$ cat src/verilog/rst_src_pkg.sv
// Constants, types and register map of the reset source controller.
// Assumes a single 50 MHz system clock and an APB register port.
package rst_src_pkg;

    // ==========================================================
    // Clock and timing
    localparam int CLK_PERIOD_NS       = 20;
    localparam int SOFT_RESET_DELAY_NS = 40000;
    // Least time, rounded up, never under one cycle
    localparam int SOFT_DLY_CYC =
        ((SOFT_RESET_DELAY_NS + CLK_PERIOD_NS - 1) / CLK_PERIOD_NS) < 1 ?
        1 : ((SOFT_RESET_DELAY_NS + CLK_PERIOD_NS - 1) / CLK_PERIOD_NS);
    localparam logic [15:0] SOFT_DLY_CNT = 16'(SOFT_DLY_CYC);
    localparam logic [15:0] RST_HOLD_CNT = 16'h0004;
    localparam int          UV_FILTER_NS_DEF = 100000;

    // ==========================================================
    // Selection codes
    localparam logic [7:0] LVR_CODE_EN  = 8'h5a;
    localparam logic [7:0] LVR_CODE_DIS = 8'ha5;
    localparam logic [7:0] LVR_SEL_POR  = 8'h5a;

    // ==========================================================
    // Register byte offsets
    localparam logic [11:0] OFS_LVR_SEL  = 12'h000;
    localparam logic [11:0] OFS_CAUSE    = 12'h004;
    localparam logic [11:0] OFS_STATUS   = 12'h008;
    localparam logic [11:0] OFS_IRQ_STAT = 12'h00c;
    localparam logic [11:0] OFS_IRQ_CLR  = 12'h010;
    localparam logic [11:0] OFS_IRQ_EN   = 12'h014;

    // ==========================================================
    // Field positions
    localparam int STAT_PDF_BIT = 0;
    localparam int STAT_TO_BIT  = 1;
    localparam int IRQ_UV       = 0;
    localparam int IRQ_LVR_LEVEL_SELECT     = 1;
    localparam int IRQ_WDTC     = 2;
    localparam int IRQ_WDTO     = 3;
    localparam int IRQ_W        = 4;

    // ==========================================================
    // Types
    typedef enum logic [1:0] {
        ST_RUN       = 2'b00,
        ST_SOFT_WAIT = 2'b01,
        ST_RESET     = 2'b10
    } seq_state_t;

    // Reset cause flags, bit 2 down to bit 0
    typedef struct packed {
        logic undervolt_reset_flag;
        logic lvr_code_fault_flag;
        logic wdt_code_fault_flag;
    } cause_t;

    // Power-on initialisation commands to the core
    typedef struct packed {
        logic int_en_clear;
        logic io_dir_input;
        logic timer_off;
        logic wdt_tb_clear;
        logic wdt_start;
        logic sp_to_top;
    } por_act_t;

endpackage

$ cat src/verilog/reset_source_control.sv
// Reset source controller: selection code, reset causes, status flags.
// Assumes the core, watchdog and sleep logic run on pclk; only the
// low-voltage comparator output is asynchronous.
`timescale 1ns/1ns
module reset_source_control
    import rst_src_pkg::*;
#(
    parameter int UV_FILTER_NS = UV_FILTER_NS_DEF
) (
    input  wire logic        pclk,
    input  wire logic        presetn,
    input  wire logic        psel,
    input  wire logic        penable,
    input  wire logic        pwrite,
    input  wire logic [11:0] paddr,
    input  wire logic [31:0] pwdata,
    output logic      [31:0] prdata,
    output logic             pready,
    output logic             pslverr,
    input  wire logic        lv_detect,
    input  wire logic        sleep_mode,
    input  wire logic        wdt_timeout,
    input  wire logic        wdt_code_fault,
    output logic             sys_reset,
    output logic             pc_sp_clear,
    output logic             lvr_enable,
    output logic             watchdog_timeout_flag,
    output logic             powerdown_flag,
    output por_act_t         por_actions,
    output logic             irq
);

    // ==========================================================
    // Derived counts
    localparam int UV_CYC_RAW =
        (UV_FILTER_NS + CLK_PERIOD_NS - 1) / CLK_PERIOD_NS;
    localparam logic [23:0] UV_FILTER_CNT =
        24'(UV_CYC_RAW < 1 ? 1 : UV_CYC_RAW);

    // ==========================================================
    // Decode functions
    function automatic logic code_is_bad(input logic [7:0] c);
        code_is_bad = (c != LVR_CODE_EN) && (c != LVR_CODE_DIS);
    endfunction

    function automatic logic hit(input logic [11:0] a,
                                 input logic [11:0] o);
        hit = (a == o);
    endfunction

    // ==========================================================
    // Declarations
    logic [31:0]      prdata_q;
    logic [31:0]      rdata_d;
    logic             pready_q;
    logic             pslverr_q;
    logic             mapped_d;
    logic             wr_en;
    logic             lv_meta_q;
    logic             lv_sync_q;
    logic [7:0]       lvr_select_code_q;
    logic             lvr_enable_q;
    logic [23:0]      uv_cnt_q;
    logic             uv_fire;
    logic             code_bad;
    seq_state_t       state_q;
    seq_state_t       state_d;
    logic [15:0]      cnt_q;
    logic [15:0]      cnt_d;
    logic             soft_lvr_q;
    logic             restore_code;
    logic             sys_reset_q;
    logic             por_pend_q;
    logic             por_pend_d;
    por_act_t         por_act_q;
    cause_t           cause_q;
    cause_t           cause_set;
    logic [2:0]       cause_clr;
    logic             to_q;
    logic             pdf_q;
    logic             pc_sp_clear_q;
    logic [IRQ_W-1:0] irq_stat_q;
    logic [IRQ_W-1:0] irq_en_q;
    logic [IRQ_W-1:0] irq_evt;
    logic [IRQ_W-1:0] irq_clr;
    logic [IRQ_W-1:0] irq_stat_d;
    logic             irq_q;

    // ==========================================================
    // APB slave
    // Write happens at the completing access edge only
    assign wr_en = psel && penable && pready_q && pwrite;

    // Read mux and address decode
    always_comb begin
        rdata_d  = 32'h0000_0000;
        mapped_d = 1'b1;
        if (hit(paddr, OFS_LVR_SEL)) begin
            rdata_d[7:0] = lvr_select_code_q;
        end else if (hit(paddr, OFS_CAUSE)) begin
            rdata_d[2:0] = cause_q;   // Bits above stay zero
        end else if (hit(paddr, OFS_STATUS)) begin
            rdata_d[STAT_TO_BIT]  = to_q;
            rdata_d[STAT_PDF_BIT] = pdf_q;
        end else if (hit(paddr, OFS_IRQ_STAT)) begin
            rdata_d[IRQ_W-1:0] = irq_stat_q;
        end else if (hit(paddr, OFS_IRQ_CLR)) begin
            rdata_d = 32'h0000_0000;
        end else if (hit(paddr, OFS_IRQ_EN)) begin
            rdata_d[IRQ_W-1:0] = irq_en_q;
        end else begin
            mapped_d = 1'b0;
        end
    end

    // One wait state, then answer with data and error
    always_ff @(posedge pclk or negedge presetn) begin
        if (!presetn) begin
            pready_q  <= 1'b0;
            prdata_q  <= 32'h0000_0000;
            pslverr_q <= 1'b0;
        end else begin
            pready_q <= psel && penable && !pready_q;
            if (psel && penable && !pready_q) begin
                prdata_q  <= pwrite ? 32'h0000_0000 : rdata_d;
                pslverr_q <= !mapped_d;
            end else begin
                prdata_q  <= 32'h0000_0000;
                pslverr_q <= 1'b0;
            end
        end
    end

    // ==========================================================
    // Low-voltage input synchroniser
    always_ff @(posedge pclk or negedge presetn) begin
        if (!presetn) begin
            lv_meta_q <= 1'b0;
            lv_sync_q <= 1'b0;
        end else begin
            lv_meta_q <= lv_detect;
            lv_sync_q <= lv_meta_q;
        end
    end

    // ==========================================================
    // Selection code register
    assign code_bad     = code_is_bad(lvr_select_code_q);
    assign restore_code = (state_q == ST_SOFT_WAIT) &&
                          (cnt_q == SOFT_DLY_CNT - 16'h0001) &&
                          soft_lvr_q && !uv_fire;

    // Restore wins over a write; undervolt reset keeps it
    always_ff @(posedge pclk or negedge presetn) begin
        if (!presetn) begin
            lvr_select_code_q <= LVR_SEL_POR;
        end else if (restore_code) begin
            lvr_select_code_q <= LVR_SEL_POR;
        end else if (wr_en && hit(paddr, OFS_LVR_SEL)) begin
            lvr_select_code_q <= pwdata[7:0];
        end
    end

    // Enable only on the enable code and never in sleep
    always_ff @(posedge pclk or negedge presetn) begin
        if (!presetn) begin
            lvr_enable_q <= 1'b0;
        end else begin
            lvr_enable_q <= (lvr_select_code_q == LVR_CODE_EN)
                         && !sleep_mode;
        end
    end

    // ==========================================================
    // Undervolt filter: fire once low voltage outlasts filter
    assign uv_fire = lvr_enable_q && lv_sync_q &&
                     (uv_cnt_q == UV_FILTER_CNT);

    always_ff @(posedge pclk or negedge presetn) begin
        if (!presetn) begin
            uv_cnt_q <= 24'h00_0000;
        end else if (!(lvr_enable_q && lv_sync_q) ||
                     state_q == ST_RESET) begin
            uv_cnt_q <= 24'h00_0000;
        end else if (uv_cnt_q != UV_FILTER_CNT) begin
            uv_cnt_q <= uv_cnt_q + 24'h00_0001;
        end
    end

    // ==========================================================
    // Reset sequencer
    always_comb begin
        state_d = state_q;
        cnt_d   = cnt_q;
        case (state_q)
            ST_RUN: begin
                cnt_d = 16'h0000;
                if (uv_fire) begin
                    state_d = ST_RESET;
                end else if (code_bad || wdt_code_fault) begin
                    state_d = ST_SOFT_WAIT;
                end else if (wdt_timeout && !sleep_mode) begin
                    state_d = ST_RESET;
                end
            end
            ST_SOFT_WAIT: begin
                if (uv_fire) begin
                    state_d = ST_RESET;
                    cnt_d   = 16'h0000;
                end else if (cnt_q == SOFT_DLY_CNT - 16'h0001) begin
                    state_d = ST_RESET;
                    cnt_d   = 16'h0000;
                end else begin
                    cnt_d = cnt_q + 16'h0001;
                end
            end
            ST_RESET: begin
                if (cnt_q == RST_HOLD_CNT - 16'h0001) begin
                    state_d = ST_RUN;
                    cnt_d   = 16'h0000;
                end else begin
                    cnt_d = cnt_q + 16'h0001;
                end
            end
            default: begin
                state_d = ST_RESET;
                cnt_d   = 16'h0000;
            end
        endcase
    end

    // State, counter and merged reset output
    always_ff @(posedge pclk or negedge presetn) begin
        if (!presetn) begin
            state_q     <= ST_RESET;
            cnt_q       <= 16'h0000;
            sys_reset_q <= 1'b1;
        end else begin
            state_q     <= state_d;
            cnt_q       <= cnt_d;
            sys_reset_q <= (state_d == ST_RESET);
        end
    end

    // Remember whether the pending soft reset is a selection code fault
    always_ff @(posedge pclk or negedge presetn) begin
        if (!presetn) begin
            soft_lvr_q <= 1'b0;
        end else if (state_q == ST_RUN) begin
            soft_lvr_q <= code_bad;
        end
    end

    // ==========================================================
    // Power-on initialisation commands
    assign por_pend_d = por_pend_q &&
                        !(state_q == ST_RESET && state_d == ST_RUN);

    always_ff @(posedge pclk or negedge presetn) begin
        if (!presetn) begin
            por_pend_q <= 1'b1;
            por_act_q  <= '1;
        end else begin
            por_pend_q <= por_pend_d;
            por_act_q.int_en_clear <= por_pend_d;
            por_act_q.io_dir_input <= por_pend_d;
            por_act_q.timer_off    <= por_pend_d;
            por_act_q.wdt_tb_clear <= por_pend_d;
            por_act_q.wdt_start    <= por_pend_d;
            por_act_q.sp_to_top    <= por_pend_d;
        end
    end

    // ==========================================================
    // Reset cause flags: set wins over a clear
    assign cause_set.undervolt_reset_flag = uv_fire;
    assign cause_set.lvr_code_fault_flag  = code_bad;
    assign cause_set.wdt_code_fault_flag  = wdt_code_fault;
    assign cause_clr = (wr_en && hit(paddr, OFS_CAUSE)) ?
                       ~pwdata[2:0] : 3'h0;

    always_ff @(posedge pclk or negedge presetn) begin
        if (!presetn) begin
            cause_q <= '0;
        end else begin
            cause_q <= (cause_q & ~cause_clr) | cause_set;
        end
    end

    // ==========================================================
    // Timeout and powerdown flags; undervolt leaves them
    always_ff @(posedge pclk or negedge presetn) begin
        if (!presetn) begin
            to_q          <= 1'b0;
            pdf_q         <= 1'b0;
            pc_sp_clear_q <= 1'b0;
        end else begin
            pc_sp_clear_q <= wdt_timeout && sleep_mode;
            if (wdt_timeout) begin
                to_q <= 1'b1;
                if (sleep_mode) begin
                    pdf_q <= 1'b1;
                end
            end
        end
    end

    // ==========================================================
    // Interrupt status, clear and enable
    assign irq_evt[IRQ_UV]   = uv_fire;
    assign irq_evt[IRQ_LVR_LEVEL_SELECT] = code_bad && (state_q == ST_RUN);
    assign irq_evt[IRQ_WDTC] = wdt_code_fault;
    assign irq_evt[IRQ_WDTO] = wdt_timeout;
    assign irq_clr = (wr_en && hit(paddr, OFS_IRQ_CLR)) ?
                     pwdata[IRQ_W-1:0] : '0;
    assign irq_stat_d = (irq_stat_q & ~irq_clr) | irq_evt;

    always_ff @(posedge pclk or negedge presetn) begin
        if (!presetn) begin
            irq_stat_q <= '0;
            irq_en_q   <= '0;
            irq_q      <= 1'b0;
        end else begin
            irq_stat_q <= irq_stat_d;
            if (wr_en && hit(paddr, OFS_IRQ_EN)) begin
                irq_en_q <= pwdata[IRQ_W-1:0];
            end
            irq_q <= |(irq_stat_d & irq_en_q);
        end
    end

    // ==========================================================
    // Outputs straight from flops
    assign prdata                = prdata_q;
    assign pready                = pready_q;
    assign pslverr               = pslverr_q;
    assign sys_reset             = sys_reset_q;
    assign pc_sp_clear           = pc_sp_clear_q;
    assign lvr_enable            = lvr_enable_q;
    assign watchdog_timeout_flag = to_q;
    assign powerdown_flag        = pdf_q;
    assign por_actions           = por_act_q;
    assign irq                   = irq_q;

endmodule

$ cat config.mk
export PLATFORM = sky130hd
export DESIGN_NAME = reset_source_control
export DESIGN_NICKNAME = d
export VERILOG_FILES = /design/src/verilog/rst_src_pkg.sv /design/src/verilog/reset_source_control.sv
export SDC_FILE = /design/constraint.sdc
export NUM_CORES = 1
export LEC_CHECK = 0
export BUFFER_PORTS_ARGS = -buffer_cell sky130_fd_sc_hd__buf_4
export CORE_ASPECT_RATIO = 1.75
export CORE_MARGIN = 4
export CORE_UTILIZATION = 60
export CTS_BUF_LIST = sky130_fd_sc_hd__clkbuf_2 sky130_fd_sc_hd__clkbuf_4 sky130_fd_sc_hd__clkbuf_8
export CTS_CLUSTER_SIZE = 16
export DETAILED_ROUTE_END_ITERATION = 12
export PLACE_DENSITY = 0.88
export RECOVER_POWER = 100
export SLEW_MARGIN = 10
export SYNTH_ARGS = -nofsm -noshare
export SYNTH_HDL_FRONTEND = slang
export SYNTH_SLANG_ARGS = --single-unit
$ cat constraint.sdc
create_clock -name pclk -period 4.1 [get_ports pclk]
set_clock_uncertainty 0.15 [all_clocks]
set_input_delay 0.82 -clock pclk [delete_from_list [all_inputs] [get_ports pclk]]
set_output_delay 0.82 -clock pclk [all_outputs]
set_load 0.02 [all_outputs]
==> impl_results.md <==
* Total CTS buffers at 9
* Setup WS post-layout at 0.975 ns
* Synth Warn # at 0
* Vias in the first global route at 3110
* Critical Path AT at 3.21 ns
* Clock latency on the worst-skew pair at 0.37 ns
* # fillers at 534
* Crit-path max FO at 16
* Register bit count reported by yosys at 81
* IO Count at 99
* Gr usage total at 0.211
* Commonest non-fill, non-tap cell in the layout: dfrtp_1
* Port Buffers at 50
* First-pass GRT wire length at 14000 um
* # hold bufs at CTS at 0
* Area leader, netlist: dfrtp_1
* Dpl ws at 0.889 ns
* Clock root buffer master: clkbuf_8
* Number of flops mapped to enable cells by yosys at 0
* Leak pwr at 1.96 nW
* Most frequent cells in the layout: dfrtp_1, nor2_1, nand2_1
* Die Area at 8370 um^2
* Longest Clk Path Bufs at 2
* Post-Synth Adder-Cell Area at 0.0211
* Mux contribution to synthesized area at 0.0373
* Area of the multi-input gates at 1850 um^2
* TritonRoute pass-1 iters at 4
* Via count at 3118
* Detailed-route DRC error count at 0
* Post-Synth XOR/XNOR Area at 0.0717
* Placement row count at 39
* Final min period at 3.13 ns
* Dominant synthesized flop cell: dfrtp_1
* Register area share after synthesis at 0.490
* Reg area at 2040 um^2
* Via-per-instance ratio at 5.70
* Final period util at 0.762
* Fmax at 0.320 GHz
* Max_slew headroom at -0.285
* Grt ovf at 0
* Final ANT Viol Nets at 0
* Worst min-delay path class: flip-flop to flip-flop
* Clock transition at path regs at 0.08 ns
* Final Setup Violations at 0
* Core Footprint at 6640 um^2
* Critical Path Start Type: flip-flop
* RD Place Congestion at 0.815
* Cell variety after synth at 51
* Fin. max-slew vios at 82
* DPL Wire Length at 6400 um
* Initial core utilization at 0.626
* DRT iter0 DRCs at 161
* Max IR drop VDD at 0.000332 V
* ANT cells at 0
* Placed cells at 531
* H-tree Lvls at 3
* Fin Setup TNS at 0 ns
* Antenna violations before repair at 0
* # clock sinks at 81
* Final non-filler cell total at 547
* Area contributors post-synth: dfrtp_1, buf_4, nor2_1
* CTS tree: yes
* CP required at 4.18 ns
* Final Hold Fails at 0
* Post-Synth Simple-Gate Area at 0.243
* Die span in y at 118 um
* Post-CTS setup buffer count at 0
* Area share of the largest cell type after synthesis at 0.446
* Mean Syn Cell Area at 10.1 um^2
* CTS resizes at 0
* Gate Count Post-Synth at 413
* Synth async-reset ratio at 1.00
* RSZ-0062 raised after global routing: no
* Register-to-register setup slack at 0.97 ns
* Share of post-route cells with drive strength above 1 at 0.131
* Final #Nets at 520
* Failing checks: capacitance limit, slew limit
* Compound-Gate Fraction of Synth Area at 0.0587
* Die width at 70.9 um
* Worst Max-Slew Pin Slew at 1.93 ns
* Max-cap viol count at 1
* Synthesis-to-finish area growth at 9.06%
* Pwr/cell area at 377 nW/um^2
* Wire per inst at 16.0 um
* Synth Cell Area at 4160 um^2
* Critical path type: flip-flop to flip-flop
* Crit path capture type: flip-flop
* Status: finished with violations
* Pin count of the biggest net entering global routing at 82
* Total routed wirelength at 8750 um
* Combinational family with the most area after synthesis: simple AND/OR/NAND/NOR gates
[stage by stage]
stage,area [um^2],hold WS [ns],total power [mW],util
floorplan,4240,0.181,1.07,-
global route,4530,0.225,1.77,0.683
detailed placement,4460,0.186,1.14,0.672
CTS,4660,0.204,1.72,0.702
finish,4530,0.203,1.71,0.683
global placement,4460,0.187,1.13,0.672
[area by class of cell]
type / count / share of cell area
Clock buffer: 11 / 0.0306
Timing Repair Buffer: 50 / 0.0632
Multi-Input combinational cell: 301 / 0.408
Tap cell: 82 / 0.0226
Clock inverter: 5 / 0.0124
Sequential cell: 81 / 0.449
Inverter: 17 / 0.0141
[layer usage]
metal	vias up	track usage	part of all wire
met5	-	0	0
met1	1527	0.227	0.38
met3	27	0.0564	0.058
met4	0	0.109	0.035
li1	1451	-	-
met2	113	0.369	0.53
[synth_stat cells, types with 4 or more instances]
| cell | n |
|---|---|
| xnor2_1 | 14 |
| dfstp_2 | 7 |
| o21ai_0 | 8 |
| nand2_1 | 31 |
| buf_4 | 31 |
| and3_1 | 5 |
| dfrtp_1 | 74 |
| nor4bb_1 | 4 |
| a21oi_1 | 11 |
| nand2b_1 | 6 |
| inv_1 | 17 |
| nand4_1 | 11 |
| ha_1 | 7 |
| nor3_1 | 6 |
| nor2b_1 | 4 |
| mux2_2 | 4 |
| nor4_1 | 6 |
| nor2_1 | 56 |
| mux2i_1 | 11 |
| xor2_1 | 20 |
| and2_1 | 6 |
| nand3_1 | 20 |
| clkbuf_1 | 4 |
[registers in the layout, indices dropped and copies added, names as in the netlist, 2 cells and up]
signal and count:
state_q 2, cause_q 3, lvr_select_code_q 8, irq_stat_q 4, uv_cnt_q 24, prdata 8
cnt_q 16, irq_en_q 4
[report_power, final]
group	total [mW]	internal [mW]	switching, mW
logic	0.264	0.0838	0.180
clock network	0.590	0.294	0.296
registers	0.852	0.830	0.0225
[kinds of logic (layout without fill, tap and decap cells)]
group	Yosys count	after routing
AO/OA/AOI/OAI	38	38
XOR/XNOR	34	34
adder cells (fa/ha/maj)	7	7
buffers and inverters	54	83
flip-flops	81	81
multiplexers	15	15
other	1	24
AND/OR/NAND/NOR	183	183
[final timing paths]
| path | from | endpoint | depth (start not counted) |
|---|---|---|---|
| worst max-delay path | uv_cnt_q[4] | cnt_q[14] | 5 |
| min in group asynchronous | presetn | prdata[5] | 1 |
| worst max register to register | uv_cnt_q[4] | cnt_q[14] | 5 |
| worst min-delay path | lv_meta_q | lv_sync_q | 0 |
| worst min register to register | lv_meta_q | lv_sync_q | 0 |
| max in group asynchronous | presetn | uv_cnt_q[23] | 1 |
[critical path: stages, from the launching register on]
cell	delay (ns)
dfrtp_1	0.42
or4b_2	0.70
nor4_1	0.88
o31a_1	0.22
nand2b_1	0.49
nor2_1	0.13
Power figures use the tool's default switching activity.
